--- src/rtl/afh_pkg.sv ---
// Package for the adapter fault/halt state controller.
// Assumes one 40 MHz clock and an APB slave port with 32-bit data.
package afh_pkg;
    // Clock rate for any timing derivation
    localparam int CLK_HZ = 40_000_000;

    // APB register byte addresses
    localparam int          ADDR_W        = 8;
    localparam logic [7:0]  ADDR_CMD      = 8'h00; // primary_port_cmd_reg
    localparam logic [7:0]  ADDR_STAT     = 8'h04; // State and self-test status
    localparam logic [7:0]  ADDR_IRQ_STAT = 8'h08; // Sticky event bits, read-only
    localparam logic [7:0]  ADDR_IRQ_CLR  = 8'h0C; // Write one to clear
    localparam logic [7:0]  ADDR_IRQ_EN   = 8'h10; // Interrupt enables

    // primary_port_cmd_reg fields
    localparam int CMD_LSB   = 0;
    localparam int CMD_W     = 4;
    localparam int RESET_BIT = 8;
    localparam int FUNC_LSB  = 12;
    localparam int FUNC_W    = 4;

    // Port command and ancillary codes
    localparam logic [3:0] CMD_NOP          = 4'h0;
    localparam logic [3:0] CMD_HALT         = 4'h1;
    localparam logic [3:0] CMD_ANCILLARY    = 4'h2;
    localparam logic [3:0] FUNC_START_MICRO = 4'h1;

    // Status register fields
    localparam int STAT_STATE_LSB = 0;
    localparam int STAT_PASS_BIT  = 4;
    localparam int STAT_FAIL_LSB  = 5;
    localparam int STAT_LCMD_LSB  = 8;
    localparam int STAT_CNT_LSB   = 16;

    // Interrupt event bits
    localparam int IRQ_PORT  = 0;
    localparam int IRQ_BUS   = 1;
    localparam int IRQ_NET   = 2;
    localparam int IRQ_BOTH  = 3;
    localparam int IRQ_READY = 4;
    localparam int IRQ_W     = 5;

    // Self-test failure classes
    localparam logic [1:0] FAIL_NONE  = 2'h0;
    localparam logic [1:0] FAIL_NET   = 2'h1;
    localparam logic [1:0] FAIL_DMA   = 2'h2;
    localparam logic [1:0] FAIL_OTHER = 2'h3;

    // Functional states handled here
    typedef enum logic [2:0] {
        ST_RESET,
        ST_READY,
        ST_PORT_HALT,
        ST_BUS_HALT,
        ST_NET_HALT,
        ST_BOTH_HALT
    } afh_state_t;
endpackage

--- src/rtl/afh_selftest.sv ---
// Self-test sequencer with a passed flag that survives soft resets.
// Assumes the test engine answers st_start with one st_done pulse.
`timescale 1ns/1ps
module afh_selftest
    import afh_pkg::*;
(
    // Clock and power-up reset
    input  wire logic       ref_clk,
    input  wire logic       srst,
    // Request from the state machine
    input  wire logic       run,
    // Test engine handshake
    output logic            st_start,
    input  wire logic       st_done,
    input  wire logic [1:0] st_fail,
    // Results
    output logic            passed,
    output logic            result_valid,
    output logic [1:0]      fail_code
);
    logic busy;          // Test in flight
    logic next_busy;
    logic next_start;
    logic next_passed;
    logic next_valid;
    logic [1:0] next_fail;

    // Start when run is high with no test busy or passed, latch the outcome
    always_comb begin
        next_busy   = busy;
        next_start  = 1'b0;
        next_passed = passed;
        next_valid  = 1'b0;
        next_fail   = fail_code;
        if (!busy && run && !passed && !st_start) begin
            next_busy  = 1'b1;
            next_start = 1'b1;
        end else if (busy && st_done) begin
            next_busy  = 1'b0;
            next_valid = 1'b1;
            next_fail  = st_fail;
            if (st_fail == FAIL_NONE) begin
                next_passed = 1'b1;
            end
        end
    end

    // Only srst, the power-up reset, clears passed
    always_ff @(posedge ref_clk) begin
        if (srst) begin
            busy         <= 1'b0;
            st_start     <= 1'b0;
            passed       <= 1'b0;
            result_valid <= 1'b0;
            fail_code    <= FAIL_NONE;
        end else begin
            busy         <= next_busy;
            st_start     <= next_start;
            passed       <= next_passed;
            result_valid <= next_valid;
            fail_code    <= next_fail;
        end
    end
endmodule

--- src/rtl/afh_ctrl.sv ---
// Functional-state controller: halted states, reset and self-test exits.
// Assumes synchronous inputs on ref_clk; srst stands for power-up.
`timescale 1ns/1ps
module afh_ctrl
    import afh_pkg::*;
#(
    parameter int CNT_W = 8 // Accepted-command counter width
) (
    // Clock and reset
    input  wire logic        ref_clk,
    input  wire logic        srst,
    // APB slave
    input  wire logic        psel,
    input  wire logic        penable,
    input  wire logic        pwrite,
    input  wire logic [7:0]  paddr,
    input  wire logic [31:0] pwdata,
    output logic [31:0]      prdata,
    output logic             pready,
    output logic             pslverr,
    // Host bus and internal fault events
    input  wire logic        bus_init,
    input  wire logic        dma_fatal,
    input  wire logic        net_fatal,
    input  wire logic        other_fatal,
    // Self-test engine
    output logic             st_start,
    input  wire logic        st_done,
    input  wire logic [1:0]  st_fail,
    // Network side enables
    output logic             net_frame_en,
    output logic             loop_en,
    output logic             sysid_en,
    // Host facing status
    output logic             ucode_load_ok,
    output logic             cmd_accept_en,
    output logic [2:0]       state_code,
    output logic             irq
);
    generate
        if (CNT_W < 1 || CNT_W > 16) begin : g_bad_cnt
            $error("CNT_W must lie in 1..16");
        end
    endgenerate

    afh_state_t state;       // Current functional state
    afh_state_t next_state;
    logic [CMD_W-1:0] last_cmd;   // Last accepted port command
    logic [CMD_W-1:0] next_last_cmd;
    logic [CNT_W-1:0] cmd_count;  // Accepted commands since reset
    logic [CNT_W-1:0] next_cmd_count;
    logic [IRQ_W-1:0] irq_stat;   // Sticky events
    logic [IRQ_W-1:0] next_irq_stat;
    logic [IRQ_W-1:0] irq_en;     // Event enables
    logic [IRQ_W-1:0] next_irq_en;
    logic [IRQ_W-1:0] events;     // State-entry events this cycle
    logic [31:0] next_prdata;
    logic next_pready;
    logic next_pslverr;
    logic next_net, next_loop, next_sysid, next_ucode, next_accept, next_irq;

    // Self-test results
    logic st_passed;
    logic st_valid;
    logic [1:0] st_code;

    // Decoded bus and command strobes
    logic acc;          // Access phase completing this edge
    logic cmd_write;    // Write to primary_port_cmd_reg
    logic reset_req;    // Any reset cause other than power-up
    logic cmd_ok;       // Current state accepts port commands
    logic halt_cmd;
    logic start_micro;

    // Field pick shared by command decodes
    function automatic logic [3:0] cmd_field(input logic [31:0] d);
        return d[CMD_LSB +: CMD_W];
    endfunction

    // Mapped-address check used by the pslverr error path only
    function automatic logic mapped(input logic [7:0] a);
        return a == ADDR_CMD || a == ADDR_STAT || a == ADDR_IRQ_STAT ||
               a == ADDR_IRQ_CLR || a == ADDR_IRQ_EN;
    endfunction

    afh_selftest u_selftest (
        .ref_clk      (ref_clk),
        .srst         (srst),
        .run          (state == ST_RESET),
        .st_start     (st_start),
        .st_done      (st_done),
        .st_fail      (st_fail),
        .passed       (st_passed),
        .result_valid (st_valid),
        .fail_code    (st_code)
    );

    // Strobe decode; writes land on the edge that sees pready high
    always_comb begin
        acc         = psel && penable && pready;
        cmd_write   = acc && pwrite && paddr == ADDR_CMD;
        reset_req   = bus_init || (cmd_write && pwdata[RESET_BIT]);
        cmd_ok      = state == ST_READY || state == ST_PORT_HALT
                      || state == ST_NET_HALT;
        halt_cmd    = cmd_write && cmd_ok && cmd_field(pwdata) == CMD_HALT;
        start_micro = cmd_write && cmd_ok && cmd_field(pwdata) == CMD_ANCILLARY
                      && pwdata[FUNC_LSB +: FUNC_W] == FUNC_START_MICRO;
    end

    // Next functional state
    always_comb begin
        next_state = state;
        if (reset_req) begin
            next_state = ST_RESET;
        end else begin
            case (state)
                ST_RESET: begin
                    if (st_passed) begin
                        next_state = ST_READY;
                    end else if (st_valid) begin
                        case (st_code)
                            FAIL_NONE: next_state = ST_READY;
                            FAIL_NET:  next_state = ST_NET_HALT;
                            FAIL_DMA:  next_state = ST_BUS_HALT;
                            default:   next_state = ST_BOTH_HALT;
                        endcase
                    end
                end
                ST_READY: begin
                    if (other_fatal) begin
                        next_state = ST_BOTH_HALT;
                    end else if (dma_fatal) begin
                        next_state = ST_BUS_HALT;
                    end else if (net_fatal) begin
                        next_state = ST_NET_HALT;
                    end else if (halt_cmd) begin
                        next_state = ST_PORT_HALT;
                    end
                end
                ST_PORT_HALT: begin
                    if (other_fatal) begin
                        next_state = ST_BOTH_HALT;
                    end else if (dma_fatal) begin
                        next_state = ST_BUS_HALT;
                    end else if (start_micro) begin
                        next_state = ST_READY;
                    end
                end
                ST_BUS_HALT: begin
                    // Network failure on top of a bus halt leaves nothing alive
                    if (other_fatal || net_fatal) begin
                        next_state = ST_BOTH_HALT;
                    end
                end
                ST_NET_HALT: begin
                    if (other_fatal || dma_fatal) begin
                        next_state = ST_BOTH_HALT;
                    end
                end
                ST_BOTH_HALT: next_state = ST_BOTH_HALT;
                default:      next_state = ST_RESET;
            endcase
        end
    end

    // Command bookkeeping; halted-without-commands states drop writes
    always_comb begin
        next_last_cmd  = last_cmd;
        next_cmd_count = cmd_count;
        if (state == ST_RESET) begin
            next_last_cmd  = CMD_NOP;
            next_cmd_count = '0;
        end else if (cmd_write && cmd_ok && !reset_req) begin
            next_last_cmd  = cmd_field(pwdata);
            next_cmd_count = cmd_count + CNT_W'(1);
        end
    end

    // Events, interrupt registers; a set beats a clear in the same cycle
    always_comb begin
        events = '0;
        if (next_state != state) begin
            events[IRQ_PORT]  = next_state == ST_PORT_HALT;
            events[IRQ_BUS]   = next_state == ST_BUS_HALT;
            events[IRQ_NET]   = next_state == ST_NET_HALT;
            events[IRQ_BOTH]  = next_state == ST_BOTH_HALT;
            events[IRQ_READY] = next_state == ST_READY;
        end
        next_irq_stat = irq_stat;
        next_irq_en   = irq_en;
        if (acc && pwrite && paddr == ADDR_IRQ_CLR) begin
            next_irq_stat = irq_stat & ~pwdata[IRQ_W-1:0];
        end
        if (acc && pwrite && paddr == ADDR_IRQ_EN) begin
            next_irq_en = pwdata[IRQ_W-1:0];
        end
        next_irq_stat = next_irq_stat | events;
        next_irq      = |(next_irq_stat & next_irq_en);
    end

    // APB answer: one wait state, then pready with data
    always_comb begin
        next_pready  = psel && penable && !pready;
        next_pslverr = next_pready && !mapped(paddr);
        next_prdata  = '0;
        if (next_pready && !pwrite) begin
            case (paddr)
                ADDR_CMD: next_prdata[CMD_LSB +: CMD_W] = last_cmd;
                ADDR_STAT: begin
                    next_prdata[STAT_STATE_LSB +: 3] = state;
                    next_prdata[STAT_PASS_BIT]       = st_passed;
                    next_prdata[STAT_FAIL_LSB +: 2]  = st_code;
                    next_prdata[STAT_LCMD_LSB +: CMD_W] = last_cmd;
                    next_prdata[STAT_CNT_LSB +: CNT_W]  = cmd_count;
                end
                ADDR_IRQ_STAT: next_prdata[IRQ_W-1:0] = irq_stat;
                ADDR_IRQ_EN:   next_prdata[IRQ_W-1:0] = irq_en;
                default:       next_prdata = '0; // Clear register and holes
            endcase
        end
    end

    // Output enables follow the state being entered
    always_comb begin
        next_net    = next_state == ST_READY;
        next_loop   = next_state == ST_READY || next_state == ST_BUS_HALT;
        next_sysid  = next_state == ST_READY || next_state == ST_BUS_HALT;
        next_ucode  = next_state == ST_PORT_HALT;
        next_accept = next_state == ST_READY || next_state == ST_PORT_HALT
                      || next_state == ST_NET_HALT;
    end

    // All state registers
    always_ff @(posedge ref_clk) begin
        if (srst) begin
            state         <= ST_RESET;
            last_cmd      <= CMD_NOP;
            cmd_count     <= '0;
            irq_stat      <= '0;
            irq_en        <= '0;
            prdata        <= '0;
            pready        <= 1'b0;
            pslverr       <= 1'b0;
            net_frame_en  <= 1'b0;
            loop_en       <= 1'b0;
            sysid_en      <= 1'b0;
            ucode_load_ok <= 1'b0;
            cmd_accept_en <= 1'b0;
            state_code    <= '0;
            irq           <= 1'b0;
        end else begin
            state         <= next_state;
            last_cmd      <= next_last_cmd;
            cmd_count     <= next_cmd_count;
            irq_stat      <= next_irq_stat;
            irq_en        <= next_irq_en;
            prdata        <= next_prdata;
            pready        <= next_pready;
            pslverr       <= next_pslverr;
            net_frame_en  <= next_net;
            loop_en       <= next_loop;
            sysid_en      <= next_sysid;
            ucode_load_ok <= next_ucode;
            cmd_accept_en <= next_accept;
            state_code    <= next_state;
            irq           <= next_irq;
        end
    end
endmodule

--- config.mk ---
export PLATFORM = sky130hd
export DESIGN_NAME = afh_ctrl
export DESIGN_NICKNAME = d
export VERILOG_FILES = /design/src/rtl/afh_pkg.sv /design/src/rtl/afh_selftest.sv /design/src/rtl/afh_ctrl.sv
export SDC_FILE = /design/constraint.sdc
export NUM_CORES = 1
export LEC_CHECK = 0
export BUFFER_PORTS_ARGS = -buffer_cell sky130_fd_sc_hd__buf_2
export CORE_MARGIN = 2
export CORE_UTILIZATION = 25
export CTS_BUF_LIST = sky130_fd_sc_hd__clkbuf_16
export DETAILED_ROUTE_END_ITERATION = 12
export GPL_ROUTABILITY_DRIVEN = 0
export PLACE_DENSITY = 0.43
export REMOVE_ABC_BUFFERS = 1
export SETUP_SLACK_MARGIN = 0.02
export SYNTH_ARGS = -nofsm -noshare
export SYNTH_HDL_FRONTEND = slang
export SYNTH_SLANG_ARGS = --single-unit
--- constraint.sdc ---
create_clock -name ref_clk -period 4.77 [get_ports ref_clk]
set_clock_uncertainty 0.1 [all_clocks]
set_input_delay 0.2385 -clock ref_clk [delete_from_list [all_inputs] [get_ports ref_clk]]
set_output_delay 0.2385 -clock ref_clk [all_outputs]
set_load 0.02 [all_outputs]
# --- Word level (Yosys, flattened, before mapping) ---
# Cells that the tools add are included.
word_totals:
  mem_bits_rw: 0
  memories: 0
  rom_bits: 0
  latchBits: 0
  wordCells: 122
  reg_bits: 70
op_classes:
  n_bitwise: 7
  muxes: 24
  eq_ne: 20
  addsub: 1
  n_lt_le_gt_ge: 0
  reduce_logical: 50
  n_div: 0
  n_shift: 0
  multipliers: 0
op_table:
  columns: ["cell", "n"]
  rows:
  - ["2-to-1 mux 3 bit", 12]
  - ["logical AND 1 bit", 19]
  - ["case mux 3 bit (6 select lines)", 1]
  - ["equality test 8 x 4 -> 1 bit (second input constant)", 2]
  - ["2-to-1 mux 5 bit", 3]
  - ["equality test 3 x 2 -> 1 bit (second input constant)", 4]
  - ["equality test 3 bit (second input constant)", 4]
  - ["logical OR 1 bit", 12]
  - ["case mux 3 bit (4 select lines)", 1]
  - ["bitwise AND 5 bit", 2]
  - ["case mux 3 bit (3 select lines)", 1]
  - ["adder 8 x 1 -> 8 bit (second input constant)", 1]
  - ["equality test 4 x 1 -> 1 bit (second input constant)", 2]
  - ["equality test 8 x 3 -> 1 bit (second input constant)", 1]
  - ["equality test 8 x 5 -> 1 bit (second input constant)", 1]
  - ["logical NOT 8 bit", 1]
  - ["logical NOT 1 bit", 7]
  - ["equality test 3 x 1 -> 1 bit (second input constant)", 2]
  - ["case mux 1 bit (3 select lines)", 2]
  - ["OR reduction 2 bit", 3]
  - ["NOT 5 bit", 1]
  - ["bitwise OR 5 bit", 1]
  - ["OR reduction 5 bit", 1]
  - ["equality test 4 x 2 -> 1 bit (second input constant)", 1]
  - ["11 further kinds", 17]

# --- Longest topological paths before layout ---
# Gate-level depths: netlist (run 1).
depth:
  word_depth: 17
  ltp_mapped: 9
  depth_no_buf: 7

# --- By module ---
# Synthesis (run 1) repeated with hierarchy kept, for this count alone.
hier_totals:
  cells_unflattened: 300
  hier_area_um2: 2671.3
modules_own_cells:
  columns: ["module", "area_per_inst_um2", "instances", "cells_each"]
  rows:
  - ["afh_ctrl", 2442.3, 1, 278]
  - ["afh_selftest", 229.0, 1, 22]

# --- Least setup slack after synthesis (run 1) ---
# No wires, ideal clock.
synth_path:
  kind: "register -> register"
  start: "register state[2]"
  end: "register irq_stat[4]"
  slack_ps: 2445
  period_less_slack_ps: 2325
  stages_incl_launch_ff: 9
  required_ps: 4599
  path_buffers: 1
  setup_ps: 71
  arrival_time_ps: 2154
  path_cell_list: "dfxtp_1 > buf_2 > xor2_1 > o21ai_1 > o41a_1 > or3b_4 > nand4_2 > nand4_1 > a21oi_1"
synth_between:
  elab_chain_len: 14
  word_cells_on_any_way: 29
synth_rtl:
  columns: ["element", "line", "source"]
  rows:
  - ["start: declaration", "afh_ctrl.sv:46", "afh_state_t state;"]
  - ["start signal: assignment", "afh_ctrl.sv:252", "state <= next_state;"]
  - ["equality test 3 x 1 -> 1 bit / equality test 3 x 2 -> 1 bit (equally long branches)", "afh_ctrl.sv:103, afh_ctrl.sv:116", null]
  - ["logical OR 1 bit", "afh_ctrl.sv:103", "cmd_ok = state == ST_READY || state == ST_PORT_HALT"]
  - ["logical OR 1 bit", "afh_ctrl.sv:104", "|| state == ST_NET_HALT;"]
  - ["logical AND 1 bit", "afh_ctrl.sv:105, afh_ctrl.sv:106", null]
  - ["logical AND 1 bit (on tied branches)", "afh_ctrl.sv:105, afh_ctrl.sv:106", null]
  - ["2-to-1 mux 3 bit / logical AND 1 bit (equally long branches)", "afh_ctrl.sv:136, afh_ctrl.sv:107", null]
  - ["2-to-1 mux 3 bit (on tied branches)", "afh_ctrl.sv:134, afh_ctrl.sv:145", null]
  - ["2-to-1 mux 3 bit (on tied branches)", "afh_ctrl.sv:132, afh_ctrl.sv:143", null]
  - ["2-to-1 mux 3 bit (on tied branches)", "afh_ctrl.sv:130, afh_ctrl.sv:141", null]
  - ["case mux 3 bit (6 select lines)", "afh_ctrl.sv:116", "case (state)"]
  - ["2-to-1 mux 3 bit", "afh_ctrl.sv:113", "if (reset_req) begin"]
  - ["equality test 3 x 1 -> 1 bit / inequality test 3 bit (equally long branches)", "afh_ctrl.sv:187, afh_ctrl.sv:182", null]
  - ["2-to-1 mux 5 bit *", "afh_ctrl.sv:182", "if (next_state != state) begin"]
  - ["bitwise OR 5 bit *", "afh_ctrl.sv:197", "next_irq_stat = next_irq_stat | events;"]
  - ["end signal: assignment", "afh_ctrl.sv:255", "irq_stat <= next_irq_stat;"]
  - ["end: declaration", "afh_ctrl.sv:52", "logic [IRQ_W-1:0] irq_stat;"]
# Mark *: on every way between the ends. The rest lies on a longest branch, timed or not.
# A chain may end at the register's enable or synchronous reset.

# --- Final worst setup path (run 1) ---
layout_path:
  start: "register state[1]"
  end: "register irq_stat[3]"
layout_between:
  elab_chain_len: 14
  word_cells_on_any_way: 29
layout_rtl:
  columns: ["element", "line"]
  rows:
  - ["equality test 3 x 1 -> 1 bit / equality test 3 x 2 -> 1 bit (equally long branches)", "afh_ctrl.sv:103, afh_ctrl.sv:116"]
  - ["logical OR 1 bit", "afh_ctrl.sv:103"]
  - ["logical OR 1 bit", "afh_ctrl.sv:104"]
  - ["logical AND 1 bit", "afh_ctrl.sv:105, afh_ctrl.sv:106"]
  - ["logical AND 1 bit (on tied branches)", "afh_ctrl.sv:105, afh_ctrl.sv:106"]
  - ["2-to-1 mux 3 bit / logical AND 1 bit (equally long branches)", "afh_ctrl.sv:136, afh_ctrl.sv:107"]
  - ["2-to-1 mux 3 bit (on tied branches)", "afh_ctrl.sv:134, afh_ctrl.sv:145"]
  - ["2-to-1 mux 3 bit (on tied branches)", "afh_ctrl.sv:132, afh_ctrl.sv:143"]
  - ["2-to-1 mux 3 bit (on tied branches)", "afh_ctrl.sv:130, afh_ctrl.sv:141"]
  - ["case mux 3 bit (6 select lines)", "afh_ctrl.sv:116"]
  - ["2-to-1 mux 3 bit", "afh_ctrl.sv:113"]
  - ["equality test 3 bit / inequality test 3 bit (equally long branches)", "afh_ctrl.sv:186, afh_ctrl.sv:182"]
  - ["2-to-1 mux 5 bit *", "afh_ctrl.sv:182"]
  - ["bitwise OR 5 bit *", "afh_ctrl.sv:197"]
# Marks and branches as above.

==> impl_metrics.toml, run 1 <==
[synthesis]
synth_seq_cells = 57
synthTopCellsByArea = "dfxtp_1 (40%), nor2_1 (5.2%), mux2i_1 (4.2%), and2_1 (4.0%), buf_4 (3.7%)"
synth_compound_area_frac = 0.1587
synth_top_area_share = 0.4021
synth_cell_types = 67
synthXorXnorAreaFrac = 0.02778
synth_area_sq_um = 2838
synth_fa_ha_area_frac = 0.004409
seq_area_frac_synth = 0.4021
synthArstFlopShare = 0
yosysTopAreaCell = "dfxtp_1"
ys_warn_count = 0
syn_area_per_cell_sq_um = 8.980
synth_mux_area_frac = 0.05026
synth_simple_gate_area_frac = 0.2853
synth_edf_count = 0
ys.flop_type = "dfxtp_1"
netlist_instances = 316
synth_top_family_by_area = "simple AND/OR/NAND/NOR gates"

[timing]
worstMarginPinSlew_ns = 0.7542
fin_ws_ns = 1.884
finalSetupTns_ns = 0
post-route-period-util = 0.6050
finalSetupViolations = 0
hold_viol = 0
period_minus_slack_ns = 2.886
max-slew-margin-rel = 0.4965
fmax_mhz = 346.5
rsz0062_at_grt = "false"
slew_viol_final = 0

[die]
die_width_um = 110.5
die-area_sq_um = 12220
ioPinCount = 96
core_sq_um = 10940
rows = 38
die_y_um = 110.5
initial_core_util = 0.2595

[drt]
wl_um = 7515
routedWlPerCell_um = 14.56
vias_per_cell = 4.723
antenna_left = 0
drt_iter0_drc = 126
vias = 2437
route.detailed.drc = 0
drtPass1Iterations = 4

[cells_and_area]
drive_above_1_share = 0.2394
instances_no_fill = 516
num_antenna_cells = 0
fin_nets = 424
areaGrowthSynthToFinish_pct = 23.10
multi_input_area_sq_um = 1543
fillerInstances = 1195
register_area_sq_um = 1141

[critical_path]
critical_path.max_stage_delay_ns = 0.80
cp_max_fo = 22
cp_slowest_cell = "dfxtp_1"
criticalPathCategory = "flip-flop to flip-flop"
cp.arrival_ns = 2.97
path_cells = "o21ai_1, o41a_1, nor3_4, o311ai_1, o211ai_1, a21oi_1"
cp-end-kind = "flip-flop"
setup.worst_path.start_class = "flip-flop"
required_ns = 4.85

[worst_hold_path]
hold_class = "primary input to flip-flop"

[clock_network]
cts_tree = "yes"
clk_path_buf_depth = 2
cts_root_buf = "clkbuf_16"
clkSinkCount = 57
post_cts_buffers = 0
clkTransAtPathRegs_ns = 0.06
ctsHtreeMaxLevel = 3
cts.repair.resized = 0
cts_made_buffers = 9
cts_hold_buf = 0
worstSkewPairLatency_ns = 0.32

[power_and_ir_drop]
p_switching_mw = 0.3228
clkPwrFrac = 0.500
pwr-share-seq = 0.397
cellPowerDensity_nw_per_um2 = 360.6
p_leak_nw = 1.421
switching_share = 0.2562
internal-power_mw = 0.9369
pwr-share-comb = 0.103
ir_drop_mv = 0.1213

[global_routing]
grt_pass1_wl_um = 12200
groute.usage.overall = 0.1236
grt_max_degree = 25
grt_overflow = 0
grt_pass1_vias = 2340
antenna_found_initial = 0

[placed_design]
port_buffers = 60
post-dp-hpwl_um = 5550
post-place-cells = 500
dp_slack_ns = 1.875

[outcome]
status = "complete, no violations"

[run]
maxCapViolations = 0
-- routing by layer --
| layer | track usage | share of wire | up-vias |
|---|---|---|---|
| met5 | 0 | 0 | - |
| met3 | 0.03458 | 0.050 | 8 |
| met4 | 0.04250 | 0.015 | 0 |
| met2 | 0.2000 | 0.45 | 67 |
| li1 | - | - | 1229 |
| met1 | 0.1579 | 0.48 | 1133 |
-- synthesized netlist by cell type, types with 3 or more instances --
master and number:
xor2_1 5, or3_1 3, o22ai_1 3, nand3_1 7
buf_4 14, clkbuf_1 10, o211ai_1 3, xnor2_1 4
and2_1 18, nor4_1 4, inv_1 10, and3_1 5
o21ai_0 12, mux2i_1 12, dfxtp_1 57, a21oi_1 8
nand4_1 6, nor2b_1 4, nor3_1 10, nor4b_1 4
a22oi_1 4, nand2b_1 3, nand2_1 13, nor2_1 39
-- worst max-delay path, delay by kind of cell (launching register included) --
family,cells,cell delay (ns)
flops,1,0.80
simple gates,1,0.40
compound gates,5,1.45
-- power by group through the flow --
stage	Combinational [mW]	Clock (mW)	Sequential, mW
after global placement	0.129	0	0.510
after global routing	0.144	0.668	0.502
final	0.130	0.629	0.500
after detailed placement	0.130	0	0.510
after CTS	0.130	0.649	0.500
after floorplan	0.0750	0	0.514
-- metrics by stage --
stage | util | total power [mW] | hold slack [ns] | cell area (sq um)
4_1_cts | 0.3195 | 1.280 | 0.06637 | 3493
5_1_grt | 0.3195 | 1.313 | 0.07923 | 3493
6_report | 0.3195 | 1.260 | 0.07521 | 3493
3_5_place_dp | 0.2923 | 0.6402 | 0.3353 | 3197
2_1_floorplan | - | 0.5892 | 0.2076 | 2721
3_3_place_gp | 0.2923 | 0.6392 | 0.3210 | 3197
-- cells by family (layout without fill, tap and decap cells) --
logic type               Yosys count  in the layout
adder cells (fa/ha/maj)            1              1
XOR/XNOR                           9              9
multiplexers                      14             14
AND/OR/NAND/NOR                  136            136
AO/OA/AOI/OAI                     60             60
flip-flops                        57             57
other                              1             13
buffers and inverters             38             86
-- registers in the layout, summed over array words and instances (netlist names), 2 cells and up --
name                  count
cmd_count                 8
irq_en                    5
irq_stat                  5
last_cmd                  4
prdata                   19
state                     3
u_selftest.fail_code      2
-- final cells by class --
cell class | count | share of cell area
inverter | 10 | 0.01074
multi-input combinational | 233 | 0.4416
clock inverter | 7 | 0.02042
sequential | 57 | 0.3266
clock buffer | 9 | 0.06447
tap | 140 | 0.05014
timing repair buffer | 60 | 0.08596
-- cell usage in the layout, fill, tap and decap left out, drive strengths merged, types with 3 or more instances in the layout --
cell / synthesis / routed
a21oi: 8 / 8
a221oi: 3 / 3
a22oi: 4 / 4
and2: 19 / 19
and3: 5 / 5
and4: 3 / 3
buf: 17 / 60
clkbuf: 11 / 9
clkinv: 0 / 3
conb: 1 / 13
dfxtp: 57 / 57
inv: 10 / 12
mux2i: 12 / 12
nand2: 13 / 13
nand2b: 3 / 3
nand3: 7 / 7
nand4: 8 / 8
nor2: 39 / 39
nor2b: 4 / 4
nor3: 11 / 11
nor4: 6 / 6
nor4b: 5 / 5
o211ai: 3 / 3
o21ai: 13 / 13
o22ai: 3 / 3
o31ai: 4 / 4
or3: 3 / 3
xnor2: 4 / 4
xor2: 5 / 5
-- worst paths after layout --
kind	start	endpoint	slack (ns)	cells past startpoint
worst max-delay path	state[1]	irq_stat[3]	1.88	6
worst min-delay path	st_fail[1]	u_selftest.fail_code[1]	0.08	3
worst max register to register	state[1]	irq_stat[3]	1.88	6
worst min register to register	u_selftest.st_start	u_selftest.st_start	0.34	1
Note: power is estimated with default switching activity, not from simulation.
==> run 2, diff against run 1 <==
Clock period 4.77 ns to 2.87 ns, I/O delays scaled along.
==> impl_metrics.toml, run 2 (synthesis results as in run 1) <==
[drt]
wl_um = 7677
route.detailed.drc = 0
drt_iter0_drc = 103
antenna_left = 0
drtPass1Iterations = 4
vias_per_cell = 4.689
routedWlPerCell_um = 14.57
vias = 2471

[timing]
finalSetupTns_ns = 0
slew_viol_final = 0
max-slew-margin-rel = 0.6067
worstMarginPinSlew_ns = 0.5817
rsz0062_at_grt = "false"
fmax_mhz = 406.5
finalSetupViolations = 0
period_minus_slack_ns = 2.460
post-route-period-util = 0.8571
hold_viol = 0

[critical_path]
worst_r2r_path_depth = 6
reg2reg_slack_ns = 0.41
regToRegEndpoint = "irq"
cp_max_fo = 11
worstReg2RegStart = "state[1]"
criticalPathCategory = "flip-flop to flip-flop"
cp.arrival_ns = 2.56
cp-end-kind = "flip-flop"
setup.worst_path.start_class = "flip-flop"
required_ns = 2.97

[global_routing]
grt_pass1_vias = 2442
grt_pass1_wl_um = 12660
groute.usage.overall = 0.1276
grt_overflow = 0
antenna_found_initial = 0
grt_max_degree = 24

[die]
ioPinCount = 96
rows = 38
die_width_um = 110.5
initial_core_util = 0.2595
die_y_um = 110.5
core_sq_um = 10940
die-area_sq_um = 12220

[worst_hold_path]
hold-path-endpoint = "u_selftest.fail_code[1]"
hp-start = "st_done"
whs_path_depth = 3
hold_class = "primary input to flip-flop"

[clock_network]
clk_path_buf_depth = 2
cts_made_buffers = 9
post_cts_buffers = 0
cts.repair.resized = 0
worstSkewPairLatency_ns = 0.32
ctsHtreeMaxLevel = 3
cts_hold_buf = 2
cts_root_buf = "clkbuf_16"
cts_tree = "yes"
clkTransAtPathRegs_ns = 0.05
clkSinkCount = 57

[cells_and_area]
fin_nets = 435
regMostFlops = "prdata"
largestRegisters = "prdata: 19 flops, cmd_count: 8 flops"
fillerInstances = 1174
mostFrequentLayoutCells = "buf_2 (60), dfxtp_1 (57), nor2_1 (39), and2_1 (18)"
areaGrowthSynthToFinish_pct = 26.15
final_util = 0.3273
final_common_cell = "buf_2"
largest_reg_flops = 19
num_antenna_cells = 0
drive_above_1_share = 0.2584

[placed_design]
post-dp-hpwl_um = 5773
port_buffers = 60

[outcome]
status = "complete, no violations"

[power_and_ir_drop]
cellPowerDensity_nw_per_um2 = 590.1
ir_drop_mv = 0.2441
p_leak_nw = 1.467

[run]
maxCapViolations = 0
-- run 2: changes by cell type in the layout (fill, tap and decap cells not counted), sizes merged --
cell         before  now
buf              60   69
clkinv            3    2
clkinvlp          1    3
dlygate4sd3       0    2
inv              12   11
-- run 2: worst max-delay path, cell delays in order, from the launching register on --
cell and delay [ns]:
dfxtp_1 0.53, o21ai_1 0.29, o41a_1 0.54, nor3_4 0.39, o311ai_1 0.17, o21ai_0 0.22, nand3b_1 0.10
-- run 2: through the flow --
step	cells	worst slack, ns	cell area (sq um)	power [mW]	hold slack (ns)
2_1_floorplan	300	0.4387	2721	0.9792	0.1126
3_3_place_gp	509	0.4042	3264	1.072	0.3143
3_5_place_dp	509	0.3903	3264	1.072	0.3225
4_1_cts	527	0.4275	3580	2.139	0.007216
5_1_grt	527	0.2108	3580	2.207	0.02102
6_report	527	0.4100	3580	2.113	0.01295
-- run 2: layout make-up --
type                            count  area (sq um)  area share
Clock buffer                        9         225.2     0.06292
Clock inverter                      7         70.07     0.01957
Inverter                           10         37.54     0.01049
Multi-Input combinational cell    233          1543      0.4310
Sequential cell                    57          1141      0.3188
Tap cell                          140         175.2     0.04893
Timing Repair Buffer               71         387.9      0.1084
-- run 2: how the worst max path moves through the flow --
stage / startpoint / slack (ns) / to
finish: state[1] / 0.41 / irq
global route: state[1] / 0.21 / irq
CTS: state[1] / 0.43 / irq_stat[3]
detailed placement: paddr[4] / 0.39 / irq
global placement: paddr[5] / 0.40 / irq_stat[3]
floorplan: state[2] / 0.44 / irq_stat[3]
-- run 2: report_power, final --
group          internal, mW  switching (mW)
registers             0.811          0.0148
logic                0.0848           0.146
clock network         0.669           0.387
-- run 2: metal layers --
metal,GRT usage,wire [um],vias to the layer above
met3,0.02964,415,7
li1,-,-,1250
met5,0,0,-
met2,0.2033,3470,67
met4,0.04500,105,0
met1,0.1690,3686,1147
==> run 3, diff against run 2 <==
Settings changed: PLACE_DENSITY 0.43 to 0.45.
Clock period 2.87 ns to 2.2 ns, I/O delays scaled along.
==> impl_metrics.toml, run 3 (synthesis results as in run 1) <==
[clock_network]
cts_made_buffers = 9
cts_root_buf = "clkbuf_16"
clkSinkCount = 57
clk_path_buf_depth = 2
clkTransAtPathRegs_ns = 0.06
ctsHtreeMaxLevel = 3
cts_tree = "yes"
worstSkewPairLatency_ns = 0.32

[die]
rows = 38
core_sq_um = 10940
die_y_um = 110.5
ioPinCount = 96
die-area_sq_um = 12220
initial_core_util = 0.2595
die_width_um = 110.5

[power_and_ir_drop]
switching_share = 0.2629
cellPowerDensity_nw_per_um2 = 698.9
internal-power_mw = 2.116
fin_total_pwr_mw = 2.871
p_leak_nw = 1.727
clkPwrFrac = 0.486
p_switching_mw = 0.7546
pwr-share-seq = 0.375
pwr-share-comb = 0.140
ir_drop_mv = 0.4158

[placed_design]
post-dp-hpwl_um = 6029
port_buffers = 60
dp_slack_ns = -0.1000

[timing]
period_minus_slack_ns = 2.147
worstMarginPinSlew_ns = 0.5108
fmax_mhz = 465.8
hold_viol = 0
finalSetupViolations = 0
fin_ws_ns = 0.05305
rsz0062_at_grt = "true"
whs_ns = 0.02386
slew_viol_final = 0
post-route-period-util = 0.9759
max-slew-margin-rel = 0.6595

[critical_path]
reg2reg_slack_ns = 0.05
required_ns = 2.29
cp.arrival_ns = 2.24
criticalPathCategory = "flip-flop to flip-flop"
worst_r2r_path_depth = 8
cp_max_fo = 5
cp-end-kind = "flip-flop"
setup.worst_path.start_class = "flip-flop"

[drt]
antenna_left = 0
drt_iter0_drc = 58
drtPass1Iterations = 4
vias_per_cell = 4.602
vias = 2628
routedWlPerCell_um = 13.76
wl_um = 7858
route.detailed.drc = 0

[cells_and_area]
regMostFlops = "prdata"
largest_reg_flops = 19
fin_nets = 479
largestRegisters = "prdata: 19 flops, cmd_count: 8 flops"
areaGrowthSynthToFinish_pct = 44.75
mostFrequentLayoutCells = "buf_2 (60), dfxtp_1 (53), buf_4 (44), nor2_1 (37), and2_1 (17)"
num_antenna_cells = 0
drive_above_1_share = 0.3828
final_util = 0.3756
final_common_cell = "buf_2"

[global_routing]
grt_pass1_wl_um = 13050
groute.usage.overall = 0.1328
grt_pass1_vias = 2571
antenna_found_initial = 0
grt_overflow = 0
grt_max_degree = 24

[run]
maxCapViolations = 0

[outcome]
status = "complete, no violations"

[worst_hold_path]
whs_path_depth = 3
hold_class = "primary input to flip-flop"
==> run 3: final timing paths <==
kind                                     startpoint             endpoint
worst max-delay path                         pready          irq_stat[3]
worst min-delay path                      pwdata[2]          last_cmd[2]
worst max register to register               pready          irq_stat[3]
worst min register to register  u_selftest.st_start  u_selftest.st_start
==> run 3: timing repair <==
action | 4_1_cts | 5_1_grt
pin swaps | 8 | 10
hold endpoints to repair | 4 | 0
hold buffers | 5 | 0
setup buffers | 0 | 5
endpoints found under the setup margin | 7 | 7
cloned | 0 | 0
gates resized for setup | 10 | 31
==> run 3: power by group through the flow <==
| stage | registers (mW) | logic, mW | clock network (mW) |
|---|---|---|---|
| 5_1_grt | 1.08 | 0.438 | 1.47 |
| 3_3_place_gp | 1.10 | 0.341 | 0 |
| 2_1_floorplan | 1.11 | 0.163 | 0 |
| 3_5_place_dp | 1.10 | 0.344 | 0 |
| 6_report | 1.08 | 0.401 | 1.39 |
| 4_1_cts | 1.08 | 0.361 | 1.43 |
==> run 3: layout make-up <==
class,instances,area [sq um]
Clock buffer,9,225.2
Clock inverter,7,77.57
Fill cell,1147,6828
Inverter,10,37.54
Multi-Input combinational cell,233,1684
Sequential cell,57,1151
Tap cell,140,175.2
Timing Repair Buffer,115,757.0
==> run 3: layer usage <==
metal,wire [um],GRT usage,vias to the layer above
li1,-,-,1339
met1,3840,0.1741,1208
met2,3510,0.2098,68
met3,371,0.03622,13
met4,136,0.04667,0
met5,0,0,-
==> run 3: critical path, stage by stage (launching register included) <==
cell      delay (ns)
dfxtp_2         0.32
and4_4          0.25
nand4_4         0.16
o31a_1          0.32
buf_6           0.14
o311ai_4        0.29
o311ai_2        0.17
o211ai_1        0.18
a21oi_1         0.08
==> run 3: through the flow <==
step	TNS [ns]	area, sq um	std cells
5_1_grt	-0.2701	4108	571
3_3_place_gp	-0.6191	3547	545
4_1_cts	0	3940	566
2_1_floorplan	-1.600	2721	300
6_report	0	4108	571
3_5_place_dp	-0.4458	3547	545
